<file path="src/logic/wwd_cfg.svh">
`ifndef WWD_CFG_SVH
`define WWD_CFG_SVH
// ********************************************
// counter geometry
// ********************************************
`define WWD_CNT_W        18
`define WWD_CNT_MAX      18'h3FFFF
// period for a load of zero, one past the counter top
`define WWD_PERIOD_FULL  19'h40000
// ********************************************
// reset values
// ********************************************
`define WWD_RST_CNT      18'h00000
`define WWD_RST_BASE     18'h00000
// thresholds that belong to the reset base of zero
`define WWD_RST_HALF     18'h20000
`define WWD_RST_WARN     18'h30000
`endif

</file>
<file path="src/logic/wwd_pkg.sv">
package wwd_pkg;
   // ********************************************
   // types
   // ********************************************
   // watchdog sequencer states
   typedef enum logic [0:0] {
      WWD_IDLE,
      WWD_RUN
   } wwd_state_t;
endpackage

</file>
<file path="src/logic/wwd_thr_if.sv">
`timescale 1ns/100ps
`include "wwd_cfg.svh"
// ********************************************
// load capture and threshold carrier
// ********************************************
interface wwd_thr_if;
   logic                   ld_stb;   // capture a new load value
   logic [`WWD_CNT_W-1:0]  ld_val;   // load value to capture
   logic [`WWD_CNT_W-1:0]  base;     // load value in force
   logic [`WWD_CNT_W-1:0]  half_thr; // elapsed count opening the window
   logic [`WWD_CNT_W-1:0]  warn_thr; // elapsed count for early warning
   modport calc (input ld_stb, input ld_val, output base, output half_thr, output warn_thr);
   modport user (output ld_stb, output ld_val, input base, input half_thr, input warn_thr);
endinterface

</file>
<file path="src/logic/wwd_thresh.sv">
`timescale 1ns/100ps
`include "wwd_cfg.svh"
// ********************************************
// threshold calculator
// ********************************************
module wwd_thresh
   import wwd_pkg::*;
(
   // clock and reset
   input  wire logic clk,
   input  wire logic rst,
   // carrier towards the sequencer
   wwd_thr_if.calc   thr
);
   logic [`WWD_CNT_W:0]   period;    // counts from load to overflow
   logic [`WWD_CNT_W-1:0] base_reg;  // captured load value
   logic [`WWD_CNT_W-1:0] base_next;
   logic [`WWD_CNT_W-1:0] half_reg;  // half of the period
   logic [`WWD_CNT_W-1:0] half_next;
   logic [`WWD_CNT_W-1:0] warn_reg;  // three quarters of the period
   logic [`WWD_CNT_W-1:0] warn_next;

   // thresholds worked out once per load, not per cycle,
   // so the compare path in the sequencer stays short
   always_comb
   begin
      period    = `WWD_PERIOD_FULL - {1'b0, thr.ld_val};
      base_next = base_reg;
      half_next = half_reg;
      warn_next = warn_reg;
      if (thr.ld_stb)
      begin
         base_next = thr.ld_val;
         half_next = period[`WWD_CNT_W:1];
         warn_next = `WWD_CNT_W'(period - {2'b00, period[`WWD_CNT_W:2]});
      end
   end

   // register stage
   always_ff @(posedge clk)
   begin
      if (rst)
      begin
         base_reg <= `WWD_RST_BASE;
         half_reg <= `WWD_RST_HALF;
         warn_reg <= `WWD_RST_WARN;
      end
      else
      begin
         base_reg <= base_next;
         half_reg <= half_next;
         warn_reg <= warn_next;
      end
   end

   assign thr.base     = base_reg;
   assign thr.half_thr = half_reg;
   assign thr.warn_thr = warn_reg;
endmodule

</file>
<file path="src/logic/wwd_top.sv">
`timescale 1ns/100ps
`include "wwd_cfg.svh"
// Overview of operation
// - eighteen-bit up-counter starting from load value
// - counter advances on the system clock
// - feed before half period requests reset
// - reaching full timeout unfed requests reset
// - feed between half and full is valid
// - early warning at three quarters of period
module wwd_top
   import wwd_pkg::*;
#(
   parameter int CNT_W = `WWD_CNT_W
)
(
   // clock and reset
   input  wire logic             clk,
   input  wire logic             rst,
   // software control
   input  wire logic             wd_enable,
   input  wire logic [CNT_W-1:0] load_value,
   input  wire logic             feed,
   // watchdog results
   output logic                  sys_reset_req,
   output logic                  early_warn,
   output logic                  window_open,
   output logic                  running,
   output logic [CNT_W-1:0]      count
);
   // ********************************************
   // state
   // ********************************************
   wwd_state_t       state_reg;    // sequencer state
   wwd_state_t       state_next;
   logic [CNT_W-1:0] cnt_reg;      // watchdog count
   logic [CNT_W-1:0] cnt_next;
   logic             rst_req_reg;  // reset request pulse
   logic             rst_req_next;
   logic             warn_reg;     // early warning pulse
   logic             warn_next;
   logic             win_reg;      // refresh window is open
   logic             win_next;
   logic             running_reg;  // run state copy for the output pin
   logic             running_next;
   logic [CNT_W-1:0] elapsed_nx;   // elapsed count after increment

   wwd_thr_if thr ();

   // ********************************************
   // threshold unit
   // ********************************************
   wwd_thresh u_thresh
   (
      .clk (clk),
      .rst (rst),
      .thr (thr)
   );

   assign thr.ld_val = load_value;

   // half the period is zero only for a load at the counter top;
   // then the window stands open from the very first count
   function automatic logic win_at_load(input logic [CNT_W-1:0] ld);
      return &ld;
   endfunction

   // ********************************************
   // sequencer
   // ********************************************
   // next-state logic; feed is checked ahead of the timeout so a
   // refresh in the very last cycle still counts as valid
   always_comb
   begin
      state_next   = state_reg;
      cnt_next     = cnt_reg;
      rst_req_next = 1'b0;
      warn_next    = 1'b0;
      win_next     = win_reg;
      thr.ld_stb   = 1'b0;
      elapsed_nx   = CNT_W'(cnt_reg - thr.base + 1'b1);
      case (state_reg)
         WWD_IDLE:
         begin
            // idle: follow the load value, window shut
            cnt_next = load_value;
            win_next = 1'b0;
            if (wd_enable)
            begin
               state_next = WWD_RUN;
               thr.ld_stb = 1'b1;
               win_next   = win_at_load(load_value);
            end
         end
         WWD_RUN:
         begin
            if (!wd_enable)
            begin
               // disabled: stop and drop the window
               state_next = WWD_IDLE;
               win_next   = 1'b0;
            end
            else if (feed)
            begin
               rst_req_next = !win_reg;
               cnt_next   = load_value;
               thr.ld_stb = 1'b1;
               // a top load keeps the window open
               win_next   = win_at_load(load_value);
            end
            else if (cnt_reg == `WWD_CNT_MAX)
            begin
               rst_req_next = 1'b1;
               cnt_next     = load_value;
               thr.ld_stb   = 1'b1;
               win_next     = win_at_load(load_value);
            end
            else
            begin
               cnt_next  = CNT_W'(cnt_reg + 1'b1);
               win_next  = (elapsed_nx >= thr.half_thr);
               warn_next = (elapsed_nx == thr.warn_thr);
            end
         end
         default:
         begin
            state_next = WWD_IDLE;
            win_next   = 1'b0;
         end
      endcase
      // run flag registered so the pin comes from a flip-flop
      running_next = (state_next == WWD_RUN);
   end

   // register stage
   // runs on system clock
   always_ff @(posedge clk)
   begin
      if (rst)
      begin
         state_reg   <= WWD_IDLE;
         cnt_reg     <= `WWD_RST_CNT;
         rst_req_reg <= 1'b0;
         warn_reg    <= 1'b0;
         win_reg     <= 1'b0;
         running_reg <= 1'b0;
      end
      else
      begin
         state_reg   <= state_next;
         cnt_reg     <= cnt_next;
         rst_req_reg <= rst_req_next;
         warn_reg    <= warn_next;
         win_reg     <= win_next;
         running_reg <= running_next;
      end
   end

   // ********************************************
   // outputs
   // ********************************************
   assign sys_reset_req = rst_req_reg;
   assign early_warn    = warn_reg;
   assign window_open   = win_reg;
   assign running       = running_reg;
   assign count         = cnt_reg;
endmodule

</file>
<file path="config.mk">
export PLATFORM = sky130hd
export DESIGN_NAME = wwd_top
export DESIGN_NICKNAME = d
export VERILOG_FILES = /design/src/logic/wwd_pkg.sv /design/src/logic/wwd_thr_if.sv /design/src/logic/wwd_thresh.sv /design/src/logic/wwd_top.sv
export VERILOG_INCLUDE_DIRS = /design/src /design/src/logic
export SDC_FILE = /design/constraint.sdc
export NUM_CORES = 1
export LEC_CHECK = 0
export BUFFER_PORTS_ARGS = -buffer_cell sky130_fd_sc_hd__buf_2
export CORE_ASPECT_RATIO = 0.8
export CORE_MARGIN = 4
export CORE_UTILIZATION = 45
export DETAILED_ROUTE_END_ITERATION = 12
export PLACE_DENSITY = 0.66
export SYNTH_ARGS = -nofsm -noshare
export SYNTH_HDL_FRONTEND = slang
export SYNTH_SLANG_ARGS = --single-unit
export TNS_END_PERCENT = 10
</file>
<file path="constraint.sdc">
create_clock -name clk -period 3.92 [get_ports clk]
set_input_delay 0.784 -clock clk [delete_from_list [all_inputs] [get_ports clk]]
set_output_delay 0.784 -clock clk [all_outputs]
set_load 0.05 [all_outputs]
</file>
# Word-level counts from Yosys, hierarchy flattened
# Index checks and enable logic that the tools add are counted.
word_totals:
  inputBits: 22
  reg_bits: 76
  out_inout_bits: 22
  wordCells: 38
op_classes:
  n_addsub: 5
  n_bitwise: 2
  eq_ne: 3
  order_cmp: 1
  n_reduce_logical: 4
  n_mux: 15
ops:
  columns: ["cell", "count"]
  rows:
  - ["2-to-1 mux 18 bit", 3]
  - ["adder 18 x 1 -> 18 bit, second input constant", 2]
  - ["one-hot mux 18 bit (2 select lines)", 1]
  - ["subtractor 19 x 18 -> 19 bit, first input constant", 1]
  - ["== test 18 bit", 1]
  - ["== test 18 bit, second input constant", 1]
  - [">= comparator 18 bit", 1]
  - ["AND reduction 18 bit", 1]
  - ["subtractor 18 x 17 -> 18 bit", 1]
  - ["subtractor 18 bit", 1]
  - ["2-to-1 mux 1 bit", 9]
  - ["OR reduction 5 bit", 1]
  - ["one-hot mux 1 bit (2 select lines)", 2]
  - ["OR reduction 3 bit", 1]
  - ["!= test 2 bit, second input constant", 1]
  - ["inverter 1 bit", 2]
  - ["logical NOT 1 bit", 1]

# Logic depth before layout (Yosys ltp)
depth:
  word_depth: 7
  ltp_mapped: 18
  ltp_nobuf: 18

# Modules after synthesis
# A second synthesis with hierarchy kept.
unflattened:
  cells_unflattened: 878
  hier_area_um2: 6830.3
modules_own_cells:
  columns: ["module", "area_each_um2", "instances", "cells_per_inst", "seq_area_each_um2"]
  rows:
  - ["wwd_thresh", 3544.6, 1, 425, 1081.0]
  - ["wwd_top", 3285.7, 1, 453, 440.4]

# Worst setup path before layout
# No wires, ideal clock.
synth_timing:
  path_kind: "register to register"
  start: "register cnt_reg[5], in the netlist count[5]"
  end: "register win_reg, in the netlist window_open"
  required_ns: 3.791
  n_path_buf: 1
  stages_incl_launch_ff: 17
  arrival_time_ns: 4.314
  path_slack_ns: -0.523
  setup_time_ns: 0.129
  synth_period_minus_slack_ns: 4.443
  path_cell_list: "dfxtp_1 ha_1 ha_1 clkbuf_1 or4_1 o211ai_1 nor2_1 a211o_1 a21o_1 a21o_1 a21oi_1 xnor2_1 ha_1 or4_1 a2111oi_0 o21ai_0 nor4bb_1"
synth_via:
  elab_chain_len: 7
  elab_cells_between_ends: 8
  classes_between: "add/sub (2); order compare (1); eq/ne (1); mux (4)"
synth_lines:
  columns: ["item", "line_no", "source"]
  rows:
  - ["start: declaration", "wwd_top.sv:35", "logic [CNT_W-1:0] cnt_reg;"]
  - ["start signal: assignment", "wwd_top.sv:141", "cnt_reg <= `WWD_RST_CNT;"]
  - ["start signal: assignment", "wwd_top.sv:150", "cnt_reg <= cnt_next;"]
  - ["subtractor 18 bit", "wwd_top.sv:80", "elapsed_nx = CNT_W'(cnt_reg - thr.base + 1'b1);"]
  - ["adder 18 x 1 -> 18 bit", "wwd_top.sv:80", null]
  - [">= comparator 18 bit", "wwd_top.sv:120", "win_next = (elapsed_nx >= thr.half_thr);"]
  - ["2-to-1 mux 1 bit *", "wwd_top.sv:110", "else if (cnt_reg == `WWD_CNT_MAX)"]
  - ["2-to-1 mux 1 bit *", "wwd_top.sv:102", "else if (feed)"]
  - ["2-to-1 mux 1 bit *", "wwd_top.sv:96", "if (!wd_enable)"]
  - ["one-hot mux 1 bit (2 select lines) *", "wwd_top.sv:81", "case (state_reg)"]
  - ["end signal: assignment", "wwd_top.sv:153", "win_reg <= win_next;"]
  - ["end: declaration", "wwd_top.sv:41", "logic win_reg;"]
# Mark *: on every way between the ends. The rest lies on a longest branch, timed or not.
# A chain may end at the register's enable or synchronous reset.

# Final worst setup path
layout_timing:
  start: "register u_thresh.base_reg[5], in the netlist u_thresh.thr.base[5]"
  end: "register win_reg, in the netlist window_open"
layout_via:
  elab_chain_len: 7
layout_lines:
  columns: ["item", "line_no", "source"]
  rows:
  - ["start: declaration", "wwd_thresh.sv:16", "logic [`WWD_CNT_W-1:0] base_reg;"]
  - ["start signal: assignment", "wwd_thresh.sv:44", "base_reg <= `WWD_RST_BASE;"]
  - ["start signal: assignment", "wwd_thresh.sv:50", "base_reg <= base_next;"]
  - ["subtractor 18 bit", "wwd_top.sv:80", null]
  - ["adder 18 x 1 -> 18 bit", "wwd_top.sv:80", null]
  - [">= comparator 18 bit", "wwd_top.sv:120", null]
  - ["2-to-1 mux 1 bit", "wwd_top.sv:110", null]
  - ["2-to-1 mux 1 bit", "wwd_top.sv:102", null]
  - ["2-to-1 mux 1 bit", "wwd_top.sv:96", null]
  - ["one-hot mux 1 bit (2 select lines)", "wwd_top.sv:81", null]
# No other way between the ends.

==> flow_metrics.py <==
metrics = {
    "clocking": {
        "cts_sinks": 76,
        "clockBufferDepth": 2,
        "htreeDepth": 3,
        "clkLatencyLatePin_ns": 0.34,
        "cts_hold_buf": 0,
        "numCtsBuffers": 9,
        "clk_pin_slew_ns": 0.06,
        "root_buffer": "clkbuf_16",
        "cts_tree": "done",
    },
    "worst_setup_path": {
        "cp_slowest_stage_delay_ns": 0.56,
        "crit_fanout": 2,
        "crit_family": "simple AND/OR/NAND/NOR gates",
        "cp_cell_sequence": "inv_1 -> ha_4 -> ha_1 -> or4_1 -> o211ai_1 -> nor2_1 -> a211o_1 -> a21o_1 -> a21o_1 -> a21oi_2 -> xnor2_1 -> ha_1 -> or4_4 -> a2111oi_4 -> o21ai_1 -> nor4bb_1",
        "critical_path_required_ns": 4.13,
        "cp-start-kind": "flop",
        "arrival_ns": 4.13,
        "cp_slowest_cell": "or4_4",
        "cp.buffers_inverters": 1,
        "crit_type": "flop to flop",
        "end_kind": "flop",
    },
    "pwr": {
        "leakage_nw": 3.39,
        "powerDensity_nw_per_um2": 399,
        "ir_drop_v": 0.000245,
    },
    "timing": {
        "tns_ns": 0,
        "setup_viol_count_final": 0,
        "slew_violations": 0,
        "rsz0062_at_grt": "yes",
        "timing.slew.headroom_pct": 12.9,
        "period_needed_ns": 3.92,
        "worst_slew_pin_slew_ns": 1.30,
        "final.period_utilization_pct": 100,
        "fin_skew_ns": 0.0107,
        "worst_hold_slack_ns": 0.454,
        "hold_viol": 0,
        "worst_slack_ns": 0.00155,
        "max_freq_mhz": 255,
    },
    "layout": {
        "mostFrequentLayoutCell": "nand2_1",
        "final_area_um2": 7720,
        "fin_nets": 1041,
        "layout.cells.non_filler": 1126,
        "syn2layout_area_growth_pct": 26.3,
        "layout_common_cells": "nand2_1 (123), buf_4 (104), a21oi_1 (93)",
        "fill_cells": 1258,
        "diodes": 0,
        "drive_gt1_share_pct": 22.3,
    },
    "routing": {
        "routed_via_density": 5.48,
        "wirelength_mm": 18.0,
        "ant_nets": 0,
        "drc": 0,
        "dr.pass1.iters": 5,
        "drt_iter0_drc": 441,
        "vias": 6174,
        "wl_per_cell_um": 16.0,
    },
    "synthesis": {
        "synth.ff_latch_count": 76,
        "syn_inst": 826,
        "synth.net_count": 921,
        "synthArstFlopShare_pct": 0,
        "avgSynthCellArea_um2": 7.40,
        "synth_edf_count": 0,
        "ys_warn_count": 0,
        "synth_area_um2": 6110,
        "synth.distinct_cells": 60,
        "ys_seq_area_share_pct": 24.9,
        "synth_ff_type": "dfxtp_1",
    },
    "grt": {
        "antenna_found_initial": 0,
        "grt_pass1_wl_mm": 29.4,
        "grt_pass1_vias": 5803,
        "track_usage_pct": 22.9,
        "grt_max_degree": 73,
        "overflow": 0,
    },
    "place": {
        "dp_hpwl_mm": 13.3,
        "dp.cells": 1103,
        "pre_cts_slack_ns": -0.357,
        "place_area_um2": 7180,
        "port_buffers": 43,
        "gp_congestion": 0.967,
    },
    "floorplanning": {
        "die_h_um": 112,
        "die_area_um2": 15500,
        "rows": 37,
        "initial_utilization_pct": 46.8,
        "die_w_um": 138,
        "pin_count": 44,
        "coreArea_um2": 13100,
    },
    "outcome": {
        "outcome": "finished, final reports clean",
    },
    "hold_path": {
        "min_path_type": "flop to flop",
    },
    "flow_run": {
        "maxCapViolCount": 0,
    },
}
==> cell type report <==
type	instances	area (µm²)	share of cell area [%]
inverters	67	251	3.26
multi-input cells	645	4380	56.7
repair buffers	147	1010	13.1
flip-flops and latches	76	1540	19.9
well taps	175	219	2.83
clock buffers	9	225	2.92
clock inverters	7	97.6	1.26
==> synthesized netlist by cell type, types with 7 or more instances <==
library cell  number  area (µm²)
a211oi_1          10        75.1
a21o_1            14         105
a21oi_1           97         485
a31oi_1           10        62.6
clkbuf_1          32         120
dfxtp_1           76        1520
ha_1              71         888
inv_1             67         251
nand2_1          125         469
nand2b_1           9        56.3
nand3_1           15        75.1
nand4_1           13        81.3
nor2_1            58         218
nor2b_1            7        43.8
nor3_1            23         115
nor4_1            11        68.8
o21a_1             7        52.6
o21ai_0           27         135
xnor2_1           38         333
xor2_1            21         184
==> kinds of logic (layout without fill, tap and decap cells) <==
kind of cell	count (synthesis)	count (layout)	synth area share (%)
AND/OR/NAND/NOR	305	305	24.1
AO/OA/AOI/OAI	206	206	20.5
buffers and inverters	105	230	6.57
flip-flops	76	76	24.9
adder cells (fa/ha/maj)	73	73	15.2
XOR/XNOR	59	59	8.45
multiplexers	2	2	0.327
==> final timing paths <==
path | slack [ns] | endpoint | startpoint | depth (start not counted)
hold reg to reg | 0.45 | u_thresh.thr.half_thr[10] | u_thresh.thr.half_thr[10] | 2
hold / removal | 0.45 | u_thresh.thr.half_thr[10] | u_thresh.thr.half_thr[10] | 2
setup reg to reg | 0.002 | window_open | u_thresh.thr.base[5] | 16
setup / recovery | 0.002 | window_open | u_thresh.thr.base[5] | 16
==> tightest hold or removal path, cell delays in order (launching register included) <==
cell and delay [ns]:
dfxtp_1 0.31, nand2_1 0.05, a21oi_1 0.05
==> routing by layer <==
layer | share of wire [%] | vias up | GRT usage (%)
li1 | - | 3131 | -
met1 | 50 | 2880 | 32.8
met2 | 44 | 142 | 36.8
met3 | 4.3 | 21 | 3.53
met4 | 1.4 | 0 | 4.67
met5 | 0 | - | 0
==> where the power goes <==
part | internal [mW] | switching, mW | total [mW]
combinational | 0.577 | 0.710 | 1.29
sequential | 0.830 | 0.0425 | 0.872
clock | 0.563 | 0.359 | 0.922
total | 1.97 | 1.11 | 3.08
==> what timing repair did <==
action,4_1_cts,5_1_grt
endpoints found under the setup margin,3,10
pin swaps,5,18
resized for setup,8,24
setup buffers,2,5
==> through the flow <==
stage               power, mW  util (%)
finish                   3.08      59.2
detailed placement       2.10      55.0
global route             3.28      59.2
global placement         2.09      55.0
CTS                      3.04      57.8
floorplan                1.71         -
Note: power is estimated with default switching activity, not from simulation.
